## src/design/hupl_pkg.sv

```systemverilog
// Constants, types and register map of the UTMI+ style link-side logic.
// Function
// RULE1: Mode code picks normal, non-driving or raw.
// RULE2: Output reference clock; link signals follow it.
// RULE3: Line bit 0 is D+, bit 1 D-.
// RULE4: Suspended or resuming: line passes straight through.
// RULE5: Line codes: SE0 0, J 1, K 2, SE1 3.
// RULE6: Host mode raises detach flag on disconnect.
// RULE7: Entering low power clears the detach flag.
// RULE8: Eight bit data bus, bit 7 most significant.
// RULE9: Receive valid while holding register has a byte.
// RULE10: Link samples data on clock rise when valid.
// RULE11: Pull-down select connects the D- pull-down.
// RULE12: Receive fault timed exactly like receive data; here fault moves on every reference rise, data only without transmit valid.
// RULE13: Receive fault may rise anytime; one means error.
// RULE14: Accept pulses after each transmit byte taken.
// RULE15: Valid rise starts SYNC, fall starts EOP.
// RULE16: Link waits five clock rises after reset.
// RULE17: Low power request stops clocks, minimal power.
// RULE18: Only one side drives the data bus.
package hupl_pkg;
	// ****************************************************************
	// Link side constants
	// ****************************************************************
	localparam int         DATA_W       = 8;
	localparam int         REF_CLK_MHZ  = 60;
	localparam logic [1:0] OPM_NORMAL   = 2'h0;
	localparam logic [1:0] OPM_NONDRV   = 2'h1;
	localparam logic [1:0] OPM_RAW      = 2'h2;
	localparam logic [1:0] OPM_RSVD     = 2'h3;
	localparam logic [1:0] LC_SE0       = 2'h0;
	localparam logic [1:0] LC_J         = 2'h1;
	localparam logic [1:0] LC_K         = 2'h2;
	localparam logic [1:0] LC_SE1       = 2'h3;
	localparam int         RESUME_W     = 5;
	localparam logic [4:0] RESUME_LAST  = 5'h0F;
	localparam logic [4:0] RESUME_STEP  = 5'h01;
	// ****************************************************************
	// Register map
	// ****************************************************************
	localparam int         ADDR_W       = 8;
	localparam int         REG_W        = 32;
	localparam int         STAT_W       = 6;
	localparam logic [7:0] REG_STATUS   = 8'h00;
	localparam logic [7:0] REG_MASK     = 8'h04;
	localparam logic [7:0] REG_CTRL     = 8'h08;
	localparam logic [7:0] REG_STATE    = 8'h0C;
	localparam int         CTRL_HOST    = 0;
	localparam logic [1:0] RESP_OKAY    = 2'h0;
	localparam logic [1:0] RESP_SLVERR  = 2'h2;
	// ****************************************************************
	// Types
	// ****************************************************************
	typedef enum logic [1:0] {PW_RUN, PW_SUSP, PW_RESUME} hupl_pwr_t;
	typedef struct packed {
		logic              dp;
		logic              dm;
		logic              detach_detect;
		logic              rx_stb;
		logic              rx_err_stb;
		logic [DATA_W-1:0] rx_byte;
	} hupl_ana_in_t;
	typedef struct packed {
		logic              pulldown_en;
		logic              term_off;
		logic              stuff_bypass;
		logic              clocks_stopped;
		logic              sync_start;
		logic              eop_start;
		logic              tx_stb;
		logic [DATA_W-1:0] tx_byte;
	} hupl_ana_out_t;
endpackage

```

## src/design/hupl_top.sv

```systemverilog
// Link-side logic of the transceiver with its AXI4-Lite register slave.
//
// Decided for this implementation: register access over AXI4-Lite and the address map.
`timescale 1ns/1ps
module hupl_top (
	// Clock, reset and freeze.
	input  logic                               aclk,
	input  logic                               aresetn,
	input  logic                               ce,
	// AXI4-Lite slave.
	input  logic [hupl_pkg::ADDR_W-1:0]        awaddr,
	input  logic [2:0]                         awprot,
	input  logic                               awvalid,
	output logic                               awready,
	input  logic [hupl_pkg::REG_W-1:0]         wdata,
	input  logic [3:0]                         wstrb,
	input  logic                               wvalid,
	output logic                               wready,
	output logic [1:0]                         bresp,
	output logic                               bvalid,
	input  logic                               bready,
	input  logic [hupl_pkg::ADDR_W-1:0]        araddr,
	input  logic [2:0]                         arprot,
	input  logic                               arvalid,
	output logic                               arready,
	output logic [hupl_pkg::REG_W-1:0]         rdata,
	output logic [1:0]                         rresp,
	output logic                               rvalid,
	input  logic                               rready,
	output logic                               irq,
	// Link interface.
	input  logic [1:0]                         operating_mode_select,
	input  logic                               host_pulldown_select,
	input  logic                               low_power_request_n,
	input  logic                               transmit_word_valid,
	input  logic [hupl_pkg::DATA_W-1:0]        data_in,
	output logic [hupl_pkg::DATA_W-1:0]        data_out,
	output logic                               data_oe,
	output logic                               phy_reference_clock_out,
	output logic [1:0]                         line_condition,
	output logic                               downstream_detach_flag,
	output logic                               receive_word_valid,
	output logic                               receive_fault,
	output logic                               transmit_word_accept,
	// Analog front end.
	input  hupl_pkg::hupl_ana_in_t             ana_in,
	output hupl_pkg::hupl_ana_out_t            ana_out
);
	// ****************************************************************
	// Power state and reference clock
	// ****************************************************************
	hupl_pkg::hupl_pwr_t              pwr_ff;
	hupl_pkg::hupl_pwr_t              nxt_pwr;
	logic [hupl_pkg::RESUME_W-1:0]    res_cnt_ff;
	logic [hupl_pkg::RESUME_W-1:0]    nxt_res_cnt;
	logic                             refclk_ff;
	wire                              run_w;
	wire                              susp_entry;
	wire                              ref_rise;
	wire  [1:0]                       line_now;

	assign run_w      = pwr_ff == hupl_pkg::PW_RUN;
	assign susp_entry = run_w & ~low_power_request_n;
	// Link side state moves on a reference clock rise, or clears on entry to suspend.
	assign ref_rise   = run_w & low_power_request_n & ~refclk_ff; // [RULE2]
	assign line_now   = {ana_in.dm, ana_in.dp}; // [RULE3] [RULE5]
	assign nxt_res_cnt = (pwr_ff == hupl_pkg::PW_RESUME) ?
		res_cnt_ff + hupl_pkg::RESUME_STEP : '0;

	always_comb begin
		nxt_pwr = pwr_ff;
		unique case (pwr_ff)
			hupl_pkg::PW_RUN: begin
				if (!low_power_request_n) nxt_pwr = hupl_pkg::PW_SUSP; // [RULE17]
			end
			hupl_pkg::PW_SUSP: begin
				if (low_power_request_n) nxt_pwr = hupl_pkg::PW_RESUME;
			end
			hupl_pkg::PW_RESUME: begin
				if (!low_power_request_n) nxt_pwr = hupl_pkg::PW_SUSP;
				else if (res_cnt_ff == hupl_pkg::RESUME_LAST) nxt_pwr = hupl_pkg::PW_RUN;
			end
			default: nxt_pwr = hupl_pkg::PW_RUN;
		endcase
	end

	always_ff @(posedge aclk) begin
		if (!aresetn) begin
			pwr_ff     <= hupl_pkg::PW_RUN;
			res_cnt_ff <= '0;
			refclk_ff  <= 1'b0;
		end else if (ce) begin
			pwr_ff     <= nxt_pwr;
			res_cnt_ff <= nxt_res_cnt;
			refclk_ff  <= ref_rise; // [RULE2] [RULE17]
		end
	end

	// ****************************************************************
	// Link datapath
	// ****************************************************************
	logic [1:0]                       line_sync_ff;
	logic [1:0]                       opm_ff;
	logic                             txv_ff;
	logic                             acc_ff;
	logic                             full_ff;
	logic [hupl_pkg::DATA_W-1:0]      hold_ff;
	logic                             fpend_ff;
	logic                             rxv_ff;
	logic [hupl_pkg::DATA_W-1:0]      dout_ff;
	logic                             fault_ff;
	logic                             det_ff;
	logic                             ctrl_host_ff;
	hupl_pkg::hupl_ana_out_t          ana_ff;
	hupl_pkg::hupl_ana_out_t          nxt_ana;
	wire                              tx_take;
	wire                              sync_w;
	wire                              eop_w;
	wire                              rx_show;
	wire                              nxt_rxv;
	wire                              nxt_fault;
	wire                              nxt_det;

	assign tx_take = ref_rise & transmit_word_valid; // [RULE14]
	assign sync_w  = tx_take & ~txv_ff; // [RULE15]
	assign eop_w   = ref_rise & ~transmit_word_valid & txv_ff; // [RULE15]
	// A byte waits while the link transmits, so the bus never has two drivers.
	assign rx_show = ref_rise & ~transmit_word_valid; // [RULE18]
	assign nxt_rxv = susp_entry ? 1'b0 : rx_show ? full_ff :
		ref_rise ? 1'b0 : rxv_ff; // [RULE9] [RULE18]
	// The fault flag moves on every reference rise, so it lines up with its byte only while transmit valid is low.
	assign nxt_fault = susp_entry ? 1'b0 : ref_rise ? fpend_ff : fault_ff; // [RULE12] [RULE13]
	assign nxt_det = susp_entry ? 1'b0 : ref_rise ?
		(ana_in.detach_detect & ctrl_host_ff) : det_ff; // [RULE6] [RULE7]
	assign nxt_ana = '{
		pulldown_en:    host_pulldown_select, // [RULE11]
		term_off:       opm_ff == hupl_pkg::OPM_NONDRV, // [RULE1]
		stuff_bypass:   opm_ff == hupl_pkg::OPM_RAW, // [RULE1]
		clocks_stopped: nxt_pwr == hupl_pkg::PW_SUSP, // [RULE17]
		sync_start:     sync_w,
		eop_start:      eop_w,
		tx_stb:         tx_take,
		tx_byte:        tx_take ? data_in : ana_ff.tx_byte // [RULE8]
	};

	always_ff @(posedge aclk) begin
		if (!aresetn) begin
			line_sync_ff <= hupl_pkg::LC_SE0;
			opm_ff       <= hupl_pkg::OPM_NORMAL;
			txv_ff       <= 1'b0;
			acc_ff       <= 1'b0;
			ana_ff       <= '0;
		end else if (ce) begin
			line_sync_ff <= ref_rise ? line_now : line_sync_ff; // [RULE4]
			opm_ff       <= ref_rise ? operating_mode_select : opm_ff; // [RULE1]
			txv_ff       <= ref_rise ? transmit_word_valid : txv_ff;
			acc_ff       <= susp_entry ? 1'b0 : ref_rise ? transmit_word_valid : acc_ff; // [RULE14]
			ana_ff       <= nxt_ana;
		end
	end

	// Two bytes inside one reference period overwrite each other here.
	always_ff @(posedge aclk) begin
		if (!aresetn) begin
			full_ff  <= 1'b0;
			hold_ff  <= '0;
			fpend_ff <= 1'b0;
			rxv_ff   <= 1'b0;
			dout_ff  <= '0;
			fault_ff <= 1'b0;
			det_ff   <= 1'b0;
		end else if (ce) begin
			full_ff  <= ana_in.rx_stb | (full_ff & ~rx_show); // [RULE9]
			hold_ff  <= ana_in.rx_stb ? ana_in.rx_byte : hold_ff;
			fpend_ff <= ana_in.rx_err_stb | (fpend_ff & ~ref_rise); // [RULE13]
			rxv_ff   <= nxt_rxv;
			dout_ff  <= rx_show ? hold_ff : dout_ff; // [RULE8] [RULE10]
			fault_ff <= nxt_fault;
			det_ff   <= nxt_det;
		end
	end

	// ****************************************************************
	// Registers and interrupt
	// ****************************************************************
	logic [hupl_pkg::STAT_W-1:0]      status_ff;
	logic [hupl_pkg::STAT_W-1:0]      mask_ff;
	logic                             aw_hold_ff;
	logic                             w_hold_ff;
	logic [hupl_pkg::ADDR_W-1:0]      awaddr_ff;
	logic [hupl_pkg::REG_W-1:0]       wdata_ff;
	logic                             wstrb0_ff;
	logic                             awready_ff;
	logic                             wready_ff;
	logic                             bvalid_ff;
	logic [1:0]                       bresp_ff;
	logic                             arready_ff;
	logic                             rvalid_ff;
	logic [1:0]                       rresp_ff;
	logic [hupl_pkg::REG_W-1:0]       rdata_ff;
	logic                             irq_ff;
	wire                              aw_take;
	wire                              w_take;
	wire                              ar_take;
	wire                              wr_fire;
	wire                              wr_map;
	wire                              rd_map;
	wire                              nxt_aw_hold;
	wire                              nxt_w_hold;
	wire                              nxt_bvalid;
	wire                              nxt_rvalid;
	wire  [hupl_pkg::STAT_W-1:0]      ev;
	wire  [hupl_pkg::STAT_W-1:0]      w1c;
	wire  [hupl_pkg::STAT_W-1:0]      nxt_status;
	wire  [hupl_pkg::STAT_W-1:0]      nxt_mask;
	wire  [7:0]                       state_vec;
	wire  [hupl_pkg::REG_W-1:0]       rd_word;

	assign aw_take     = awvalid & awready_ff;
	assign w_take      = wvalid & wready_ff;
	assign ar_take     = arvalid & arready_ff;
	assign wr_fire     = aw_hold_ff & w_hold_ff & ~bvalid_ff;
	assign nxt_aw_hold = aw_take | (aw_hold_ff & ~wr_fire);
	assign nxt_w_hold  = w_take | (w_hold_ff & ~wr_fire);
	assign nxt_bvalid  = wr_fire | (bvalid_ff & ~bready);
	assign nxt_rvalid  = ar_take | (rvalid_ff & ~rready);
	assign wr_map = awaddr_ff == hupl_pkg::REG_STATUS || awaddr_ff == hupl_pkg::REG_MASK ||
		awaddr_ff == hupl_pkg::REG_CTRL || awaddr_ff == hupl_pkg::REG_STATE;
	assign rd_map = araddr == hupl_pkg::REG_STATUS || araddr == hupl_pkg::REG_MASK ||
		araddr == hupl_pkg::REG_CTRL || araddr == hupl_pkg::REG_STATE;
	// Event bits from top: EOP, SYNC, byte taken, detach, fault, byte shown.
	assign ev  = {eop_w, sync_w, tx_take, nxt_det & ~det_ff, ref_rise & fpend_ff,
		rx_show & full_ff};
	assign w1c = (wr_fire && wstrb0_ff && awaddr_ff == hupl_pkg::REG_STATUS) ?
		wdata_ff[hupl_pkg::STAT_W-1:0] : '0;
	// A new event beats a write-one clear in the same cycle.
	assign nxt_status = (status_ff & ~w1c) | ev;
	assign nxt_mask = (wr_fire && wstrb0_ff && awaddr_ff == hupl_pkg::REG_MASK) ?
		wdata_ff[hupl_pkg::STAT_W-1:0] : mask_ff;
	assign state_vec = {full_ff, det_ff, ~run_w, ana_ff.pulldown_en, opm_ff, line_condition};
	assign rd_word =
		(araddr == hupl_pkg::REG_STATUS) ? hupl_pkg::REG_W'(status_ff) :
		(araddr == hupl_pkg::REG_MASK)   ? hupl_pkg::REG_W'(mask_ff) :
		(araddr == hupl_pkg::REG_CTRL)   ? hupl_pkg::REG_W'(ctrl_host_ff) :
		(araddr == hupl_pkg::REG_STATE)  ? hupl_pkg::REG_W'(state_vec) : '0;

	always_ff @(posedge aclk) begin
		if (!aresetn) begin
			status_ff    <= '0;
			mask_ff      <= '0;
			ctrl_host_ff <= 1'b0;
			irq_ff       <= 1'b0;
		end else if (ce) begin
			status_ff    <= nxt_status;
			mask_ff      <= nxt_mask;
			if (wr_fire && wstrb0_ff && awaddr_ff == hupl_pkg::REG_CTRL) begin
				ctrl_host_ff <= wdata_ff[hupl_pkg::CTRL_HOST];
			end
			irq_ff       <= |(nxt_status & nxt_mask);
		end
	end

	always_ff @(posedge aclk) begin
		if (!aresetn) begin
			{aw_hold_ff, w_hold_ff, bvalid_ff, rvalid_ff} <= 4'h0;
			{awready_ff, wready_ff, arready_ff} <= 3'h0;
			{awaddr_ff, wdata_ff, wstrb0_ff, rdata_ff} <= '0;
			{bresp_ff, rresp_ff} <= {hupl_pkg::RESP_OKAY, hupl_pkg::RESP_OKAY};
		end else if (ce) begin
			aw_hold_ff <= nxt_aw_hold;
			w_hold_ff  <= nxt_w_hold;
			bvalid_ff  <= nxt_bvalid;
			rvalid_ff  <= nxt_rvalid;
			awready_ff <= ~nxt_aw_hold & ~nxt_bvalid;
			wready_ff  <= ~nxt_w_hold & ~nxt_bvalid;
			arready_ff <= ~nxt_rvalid;
			awaddr_ff  <= aw_take ? awaddr : awaddr_ff;
			wdata_ff   <= w_take ? wdata : wdata_ff;
			wstrb0_ff  <= w_take ? wstrb[0] : wstrb0_ff;
			bresp_ff   <= wr_fire ? (wr_map ? hupl_pkg::RESP_OKAY : hupl_pkg::RESP_SLVERR) : bresp_ff;
			rdata_ff   <= ar_take ? rd_word : rdata_ff;
			rresp_ff   <= ar_take ? (rd_map ? hupl_pkg::RESP_OKAY : hupl_pkg::RESP_SLVERR) : rresp_ff;
		end
	end

	// ****************************************************************
	// Outputs
	// ****************************************************************
	assign {awready, wready, bvalid, bresp} = {awready_ff, wready_ff, bvalid_ff, bresp_ff};
	assign {arready, rvalid, rresp, rdata}  = {arready_ff, rvalid_ff, rresp_ff, rdata_ff};
	assign irq                     = irq_ff;
	assign phy_reference_clock_out = refclk_ff;
	// Suspended or resuming: the line bypasses the sampling stage.
	assign line_condition          = run_w ? line_sync_ff : line_now; // [RULE4]
	assign downstream_detach_flag  = det_ff;
	assign receive_word_valid      = rxv_ff;
	assign data_oe                 = rxv_ff; // [RULE18]
	assign data_out                = dout_ff;
	assign receive_fault           = fault_ff;
	assign transmit_word_accept    = acc_ff;
	assign ana_out                 = ana_ff;

	// ****************************************************************
	// Assertions
	// ****************************************************************
	wire quiet = run_w & low_power_request_n & ~transmit_word_valid;
endmodule

```

## config.mk

```make
export PLATFORM = sky130hd
export DESIGN_NAME = hupl_top
export DESIGN_NICKNAME = d
export VERILOG_FILES = /design/src/design/hupl_pkg.sv /design/src/design/hupl_top.sv
export SDC_FILE = /design/constraint.sdc
export NUM_CORES = 1
export LEC_CHECK = 0
export BUFFER_PORTS_ARGS = -buffer_cell sky130_fd_sc_hd__buf_4
export CORE_MARGIN = 1.5
export CORE_UTILIZATION = 47
export DETAILED_ROUTE_END_ITERATION = 12
export GPL_TIMING_DRIVEN = 0
export PLACE_DENSITY = 0.74
export REMOVE_ABC_BUFFERS = 1
export SLEW_MARGIN = 10
export SYNTH_ARGS = -nofsm -noshare
export SYNTH_HDL_FRONTEND = slang
export SYNTH_SLANG_ARGS = --single-unit
export TNS_END_PERCENT = 20
```

## constraint.sdc

```tcl
create_clock -name aclk -period 4.4 [get_ports aclk]
set_input_delay 0.44 -clock aclk [delete_from_list [all_inputs] [get_ports aclk]]
set_output_delay 0.44 -clock aclk [all_outputs]
set_load 0.005 [all_outputs]
```

==> out/metrics.csv, run 1 <==
metric;value;unit
status;complete, no violations;
avgRoutedWirePerCell;14.03;um
syn_avg_cell_area;8.776;um2
synthToLayoutAreaGrowth;20.76;%
drt_first_pass_iters;4;
yosysUniqueCellTypes;58;
via_per_inst;5.091;
ys_ff_latch;96;
critPathMaxFanout;7;
required;4660;ps
synth_top_area_share;43.03;%
vdd.ir_drop.worst;156.1;uV
fin_area;5394;um2
arrival;2530;ps
syn_area;4467;um2
ys_seq_area_share;43.03;%
cts_tree;built;
overflow;0;
layout-drive-gt1-share;23.67;%
fin_crit_sh;51.73;%
die_area;10100;um2
synth_top_area_cell;dfxtp_1;
ys_top_cells_by_count;nand2_1, dfxtp_1, a21boi_0, buf_4, nor2b_1;
cts.path.max_buffers;2;
crit_family;simple AND/OR/NAND/NOR gates;
synthTopCellsByArea;dfxtp_1, a21boi_0, nand2_1;
ctsResizeCount;0;
final_nets;689;
crit_type;flip-flop to flip-flop;
synth_most_common_cell;nand2_1;
numCtsBuffers;9;
p_leak;2.168;nW
diodes;0;
clk_latency;360;ps
drc;0;
grt_pass1_wl;16.39;mm
htree_levels;3;
place.gp.congestion;0.8260;
ctsHoldBuffers;0;
setup_violations;0;
initial_utilization;48.34;%
io_pins;165;
critPathBufInv;0;
drtIter0Drc;181;
clk_pin_slew;90;ps
fmax;0.4393;GHz
synthCells;509;
worstMarginPinSlew;755.5;ps
finalHoldViolCount;0;
fin_crit;2276;ps
grt_util_all_layers;20.47;%
synth_edf_count;0;
ys_warn_count;0;
skew;7.561;ps
place_area;5174;um2
tns;0;ps
maxSlewHeadroom;49.64;%
row_count;35;
postCtsSetupRepairBufs;0;
drt-total-wl;10.23;mm
drv_slew;0;
cp-start-kind;flip-flop;
grt_max_degree;93;
io_buffers;103;
synth_ff_type;dfxtp_1;
core-area;9240;um2
min_path_type;input pin to flip-flop;
slowest_stage;or4_4;
clock-root-buffer;clkbuf_8;
cap_violations;0;
rsz0062_at_grt;false;
power_density;319.9;nW/um2
finalNonFillerCells;729;
worstSetupEndpointType;flip-flop;
dieHeight;100.5;um
dp_hpwl;7.185;mm
dp.cells;713;
grt_pass1_vias;3473;
clock_sinks;96;
detail-route-antenna-nets;0;
synthArstFlopShare;0;%
crit_chain;or4_4, nor4_2, and2_1, a21boi_0, o21a_1;
chipWidth;100.5;um
timing.hold.ws;327.3;ps
n_fill_cell;828;
antenna_found_initial;0;
max_stage_delay;610;ps
num_vias;3711;
final timing paths:
check	startpoint	to	slack [ps]	cells after the start
worst max-delay path	awaddr_ff[4]$_SDFFE_PN0P_	status_ff[1]$_SDFFE_PN0P_	2120	5
worst min-delay path	wdata[1]	wdata_ff[1]$_SDFFE_PN0P_	330	3
worst max register to register	awaddr_ff[4]$_SDFFE_PN0P_	status_ff[1]$_SDFFE_PN0P_	2120	5
worst min register to register	awaddr_ff[1]$_SDFFE_PN0P_	awaddr_ff[1]$_SDFFE_PN0P_	470	2
layout make-up:
type                       instances  area [um2]  share of cell area (%)
inverter                           9       33.78                  0.6263
timing repair buffer             104       780.7                   14.47
tap                              129       161.4                   2.992
clock inverter                     6       82.58                   1.531
clock buffer                      10       137.6                   2.552
multi-input combinational        375        2276                   42.19
sequential                        96        1922                   35.63
worst min-delay path, cell delays in order:
cell,delay [ps]
buf_4,80
mux2i_1,50
nor2b_1,90
layout by cell type, fill, tap and decap left out, drive strengths merged, types with 6 or more instances in the layout:
master  count
o21a        6
inv         9
nor2       15
a21oi      11
nand2      99
mux2        7
mux2i      13
conb       26
a22oi      13
o21ai      12
and2        8
nand3      22
clkbuf     10
buf       104
nor2b      25
dfxtp      96
a21boi     59
sequential cells by signal, summed over array words and instances, names as in the netlist, 2 cells and up:
signal,flops
line_sync_ff,2
ana_out,15
opm_ff,2
pwr_ff,2
res_cnt_ff,5
hold_ff,8
awaddr_ff,8
status_ff,6
data_out,8
wdata_ff,6
mask_ff,6
rdata,8
per-layer routing:
| layer | routed length [um] | track usage [%] | part of all wire, % | vias up |
|---|---|---|---|---|
| met4 | 142 | 7.259 | 1.4 | 0 |
| met5 | 0 | 0 | 0 | - |
| met1 | 4825 | 27.51 | 47 | 1716 |
| met3 | 474 | 3.259 | 4.6 | 11 |
| met2 | 4785 | 33.44 | 47 | 114 |
| li1 | - | - | - | 1870 |
metrics by stage:
| step | util [%] | total power (W) | setup WS [ps] |
|---|---|---|---|
| final | 58.38 | 0.001725 | 2124 |
| after global placement | 55.84 | 0.001105 | 906.4 |
| after CTS | 58.38 | 0.001740 | 2143 |
| after detailed placement | 55.99 | 0.001112 | 2081 |
| after floorplan | - | 0.001009 | 2097 |
| after global routing | 58.38 | 0.001802 | 1940 |
where the power goes:
| part | internal (W) | switching [W] | total (W) |
|---|---|---|---|
| clock network | 0.000333 | 0.000302 | 0.000634 |
| registers | 0.000893 | 0.0000201 | 0.000913 |
| logic | 0.0000886 | 0.0000899 | 0.000178 |
| total | 0.00131 | 0.000412 | 0.00173 |
logic make-up after synthesis:
group	synth area share, %
AND/OR/NAND/NOR	23.53
buffers and inverters	8.263
XOR/XNOR	0.5883
flip-flops	43.03
AO/OA/AOI/OAI	18.68
adder cells (fa/ha/maj)	0.5601
other	0.08395
multiplexers	5.266
No activity file was read; power rests on OpenSTA's default activity.
==> run 2: changes to the inputs <==
- CORE_UTILIZATION: 47 -> 45
- clock period: 4.4 -> 2.07 ns (I/O delays scaled with it)
==> run 2 against run 1 <==
Effect of this change:
- cell count rose by 1.2%
- sequential power up 110%
- critical path depth is the same
- clock power rose by 89%
==> out/metrics.csv, run 2 (same netlist as run 1, synthesis figures left out) <==
metric;value;unit;change
io_pins;165;;unchanged
dp.cells;717;;+0.56%
dieHeight;102.6;um;+2.1%
largest_reg_flops;15;;unchanged
finalNonFillerCells;738;;+1.2%
via_per_inst;5.042;;-0.95%
p_leak;2.198;nW;+1.4%
grt_pass1_vias;3292;;-5.2%
grt_max_degree;93;;unchanged
diodes;0;;unchanged
row_count;36;;+2.9%
worstMarginPinSlew;731.2;ps;-24.22 ps
antenna_found_initial;0;;unchanged
drt_first_pass_iters;4;;unchanged
drt-total-wl;10.36;mm;+1.3%
grt_pass1_wl;16.26;mm;-0.80%
layout_common_cells;buf_4, nand2_1, dfxtp_1;;
setup_violations;0;;unchanged
avgRoutedWirePerCell;14.03;um;about the same
chipWidth;102.6;um;+2.1%
finalHoldViolCount;0;;unchanged
fmax;0.4851;GHz;+10%
arrival;2310;ps;-220 ps
drv_slew;0;;unchanged
timing.final.ws_setup;8.597;ps;-2115 ps
clk_latency;370;ps;about the same
mostFrequentLayoutCell;buf_4;;
core-area;9684;um2;+4.8%
final_nets;695;;+0.87%
synthToLayoutAreaGrowth;21.90;%;
worstSetupEndpointType;flip-flop;;
numCtsBuffers;9;;unchanged
cts.path.max_buffers;2;;unchanged
grt_util_all_layers;19.77;%;-0.70 points
place.gp.congestion;0.8933;;+8.1%
rsz0062_at_grt;true;;
required;2320;ps;-2340 ps
n_fill_cell;904;;+9.2%
fin_crit_sh;99.58;%;+48 points
post-route-util;56.23;%;-2.1 points
vdd.ir_drop.worst;332.6;uV;+110%
overflow;0;;unchanged
status;complete, no violations;;
crit_type;flip-flop to flip-flop;;
cap_violations;0;;unchanged
cts_tree;built;;
clk_pin_slew;90;ps;about the same
tns;0;ps;unchanged
place_ws;-186.6;ps;-2267 ps
io_buffers;103;;unchanged
critPathMaxFanout;7;;unchanged
clock-root-buffer;clkbuf_8;;
maxSlewHeadroom;51.25;%;+1.6 points
cp-start-kind;flip-flop;;
power_density;648.2;nW/um2;+100%
clock_sinks;96;;unchanged
drc;0;;unchanged
skew;13.97;ps;+6.411 ps
fin_crit;2061;ps;-214.9 ps
initial_utilization;46.12;%;-2.2 points
detail-route-antenna-nets;0;;unchanged
drtIter0Drc;145;;-20%
layout-drive-gt1-share;24.79;%;+1.1 points
timing.hold.ws;88.06;ps;-239.3 ps
num_vias;3721;;+0.27%
min_path_type;input pin to flip-flop;;
ctsHoldBuffers;0;;unchanged
htree_levels;3;;unchanged
die_area;10530;um2;+4.3%
dp_hpwl;7.313;mm;+1.8%
run 2: metal layers:
| metal | vias to the layer above | global-route usage [%] | share of wire, % |
|---|---|---|---|
| met3 | 16 | 2.780 | 5.8 |
| met1 | 1692 | 27.84 | 47 |
| met4 | 0 | 8.430 | 1.8 |
| met2 | 124 | 30.36 | 46 |
| li1 | 1889 | - | - |
| met5 | - | 0 | 0 |
run 2: worst paths after layout:
| check | startpoint | slack (ps) | cells after the start | endpoint |
|---|---|---|---|---|
| max reg2reg | awaddr_ff[7]$_SDFFE_PN0P_ | 9 | 5 | irq$_SDFFE_PN0P_ |
| max | awaddr_ff[7]$_SDFFE_PN0P_ | 9 | 5 | irq$_SDFFE_PN0P_ |
| min | wdata[5] | 90 | 3 | wdata_ff[5]$_SDFFE_PN0P_ |
| min reg2reg | hold_ff[3]$_SDFFE_PN0P_ | 470 | 2 | data_out[3]$_SDFFE_PN0P_ |
run 2: repair_timing:
action | in CTS | in global routing
gates resized for setup | 2 | 6
buffers inserted | 1 | 5
pin swaps | 4 | 8
endpoints found under the setup margin | 15 | 11
run 2: stage by stage:
stage	power [W]	instance area, um2
after global routing	0.003680	5445
after global placement	0.002348	5165
final	0.003530	5445
after CTS	0.003557	5386
after detailed placement	0.002362	5179
after floorplan	0.002144	4225
run 2: where the power goes:
part,internal [W],total [W],switching (W),leakage (nW)
sequential,0.00190,0.00194,0.0000446,0.780
combinational,0.000194,0.000386,0.000192,1.32
clock,0.000580,0.00120,0.000622,0.0989
total,0.00267,0.00353,0.000859,2.20
run 2: cell type report:
type	instances	area (um2)	share of cell area, %
Timing Repair Buffer	110	825.8	15.17
Clock inverter	4	45.04	0.8272
Sequential cell	96	1924	35.34
Clock buffer	11	141.4	2.597
Tap cell	133	166.4	3.056
Inverter	9	33.78	0.6204
Multi-Input combinational cell	375	2308	42.39
run 2: worst max-delay path, cell delays in order, from the launching register on:
cell     delay (ps)
dfxtp_2         330
or4_4           600
or4_4           510
a22o_1          230
a22oi_2         180
a31oi_1          90
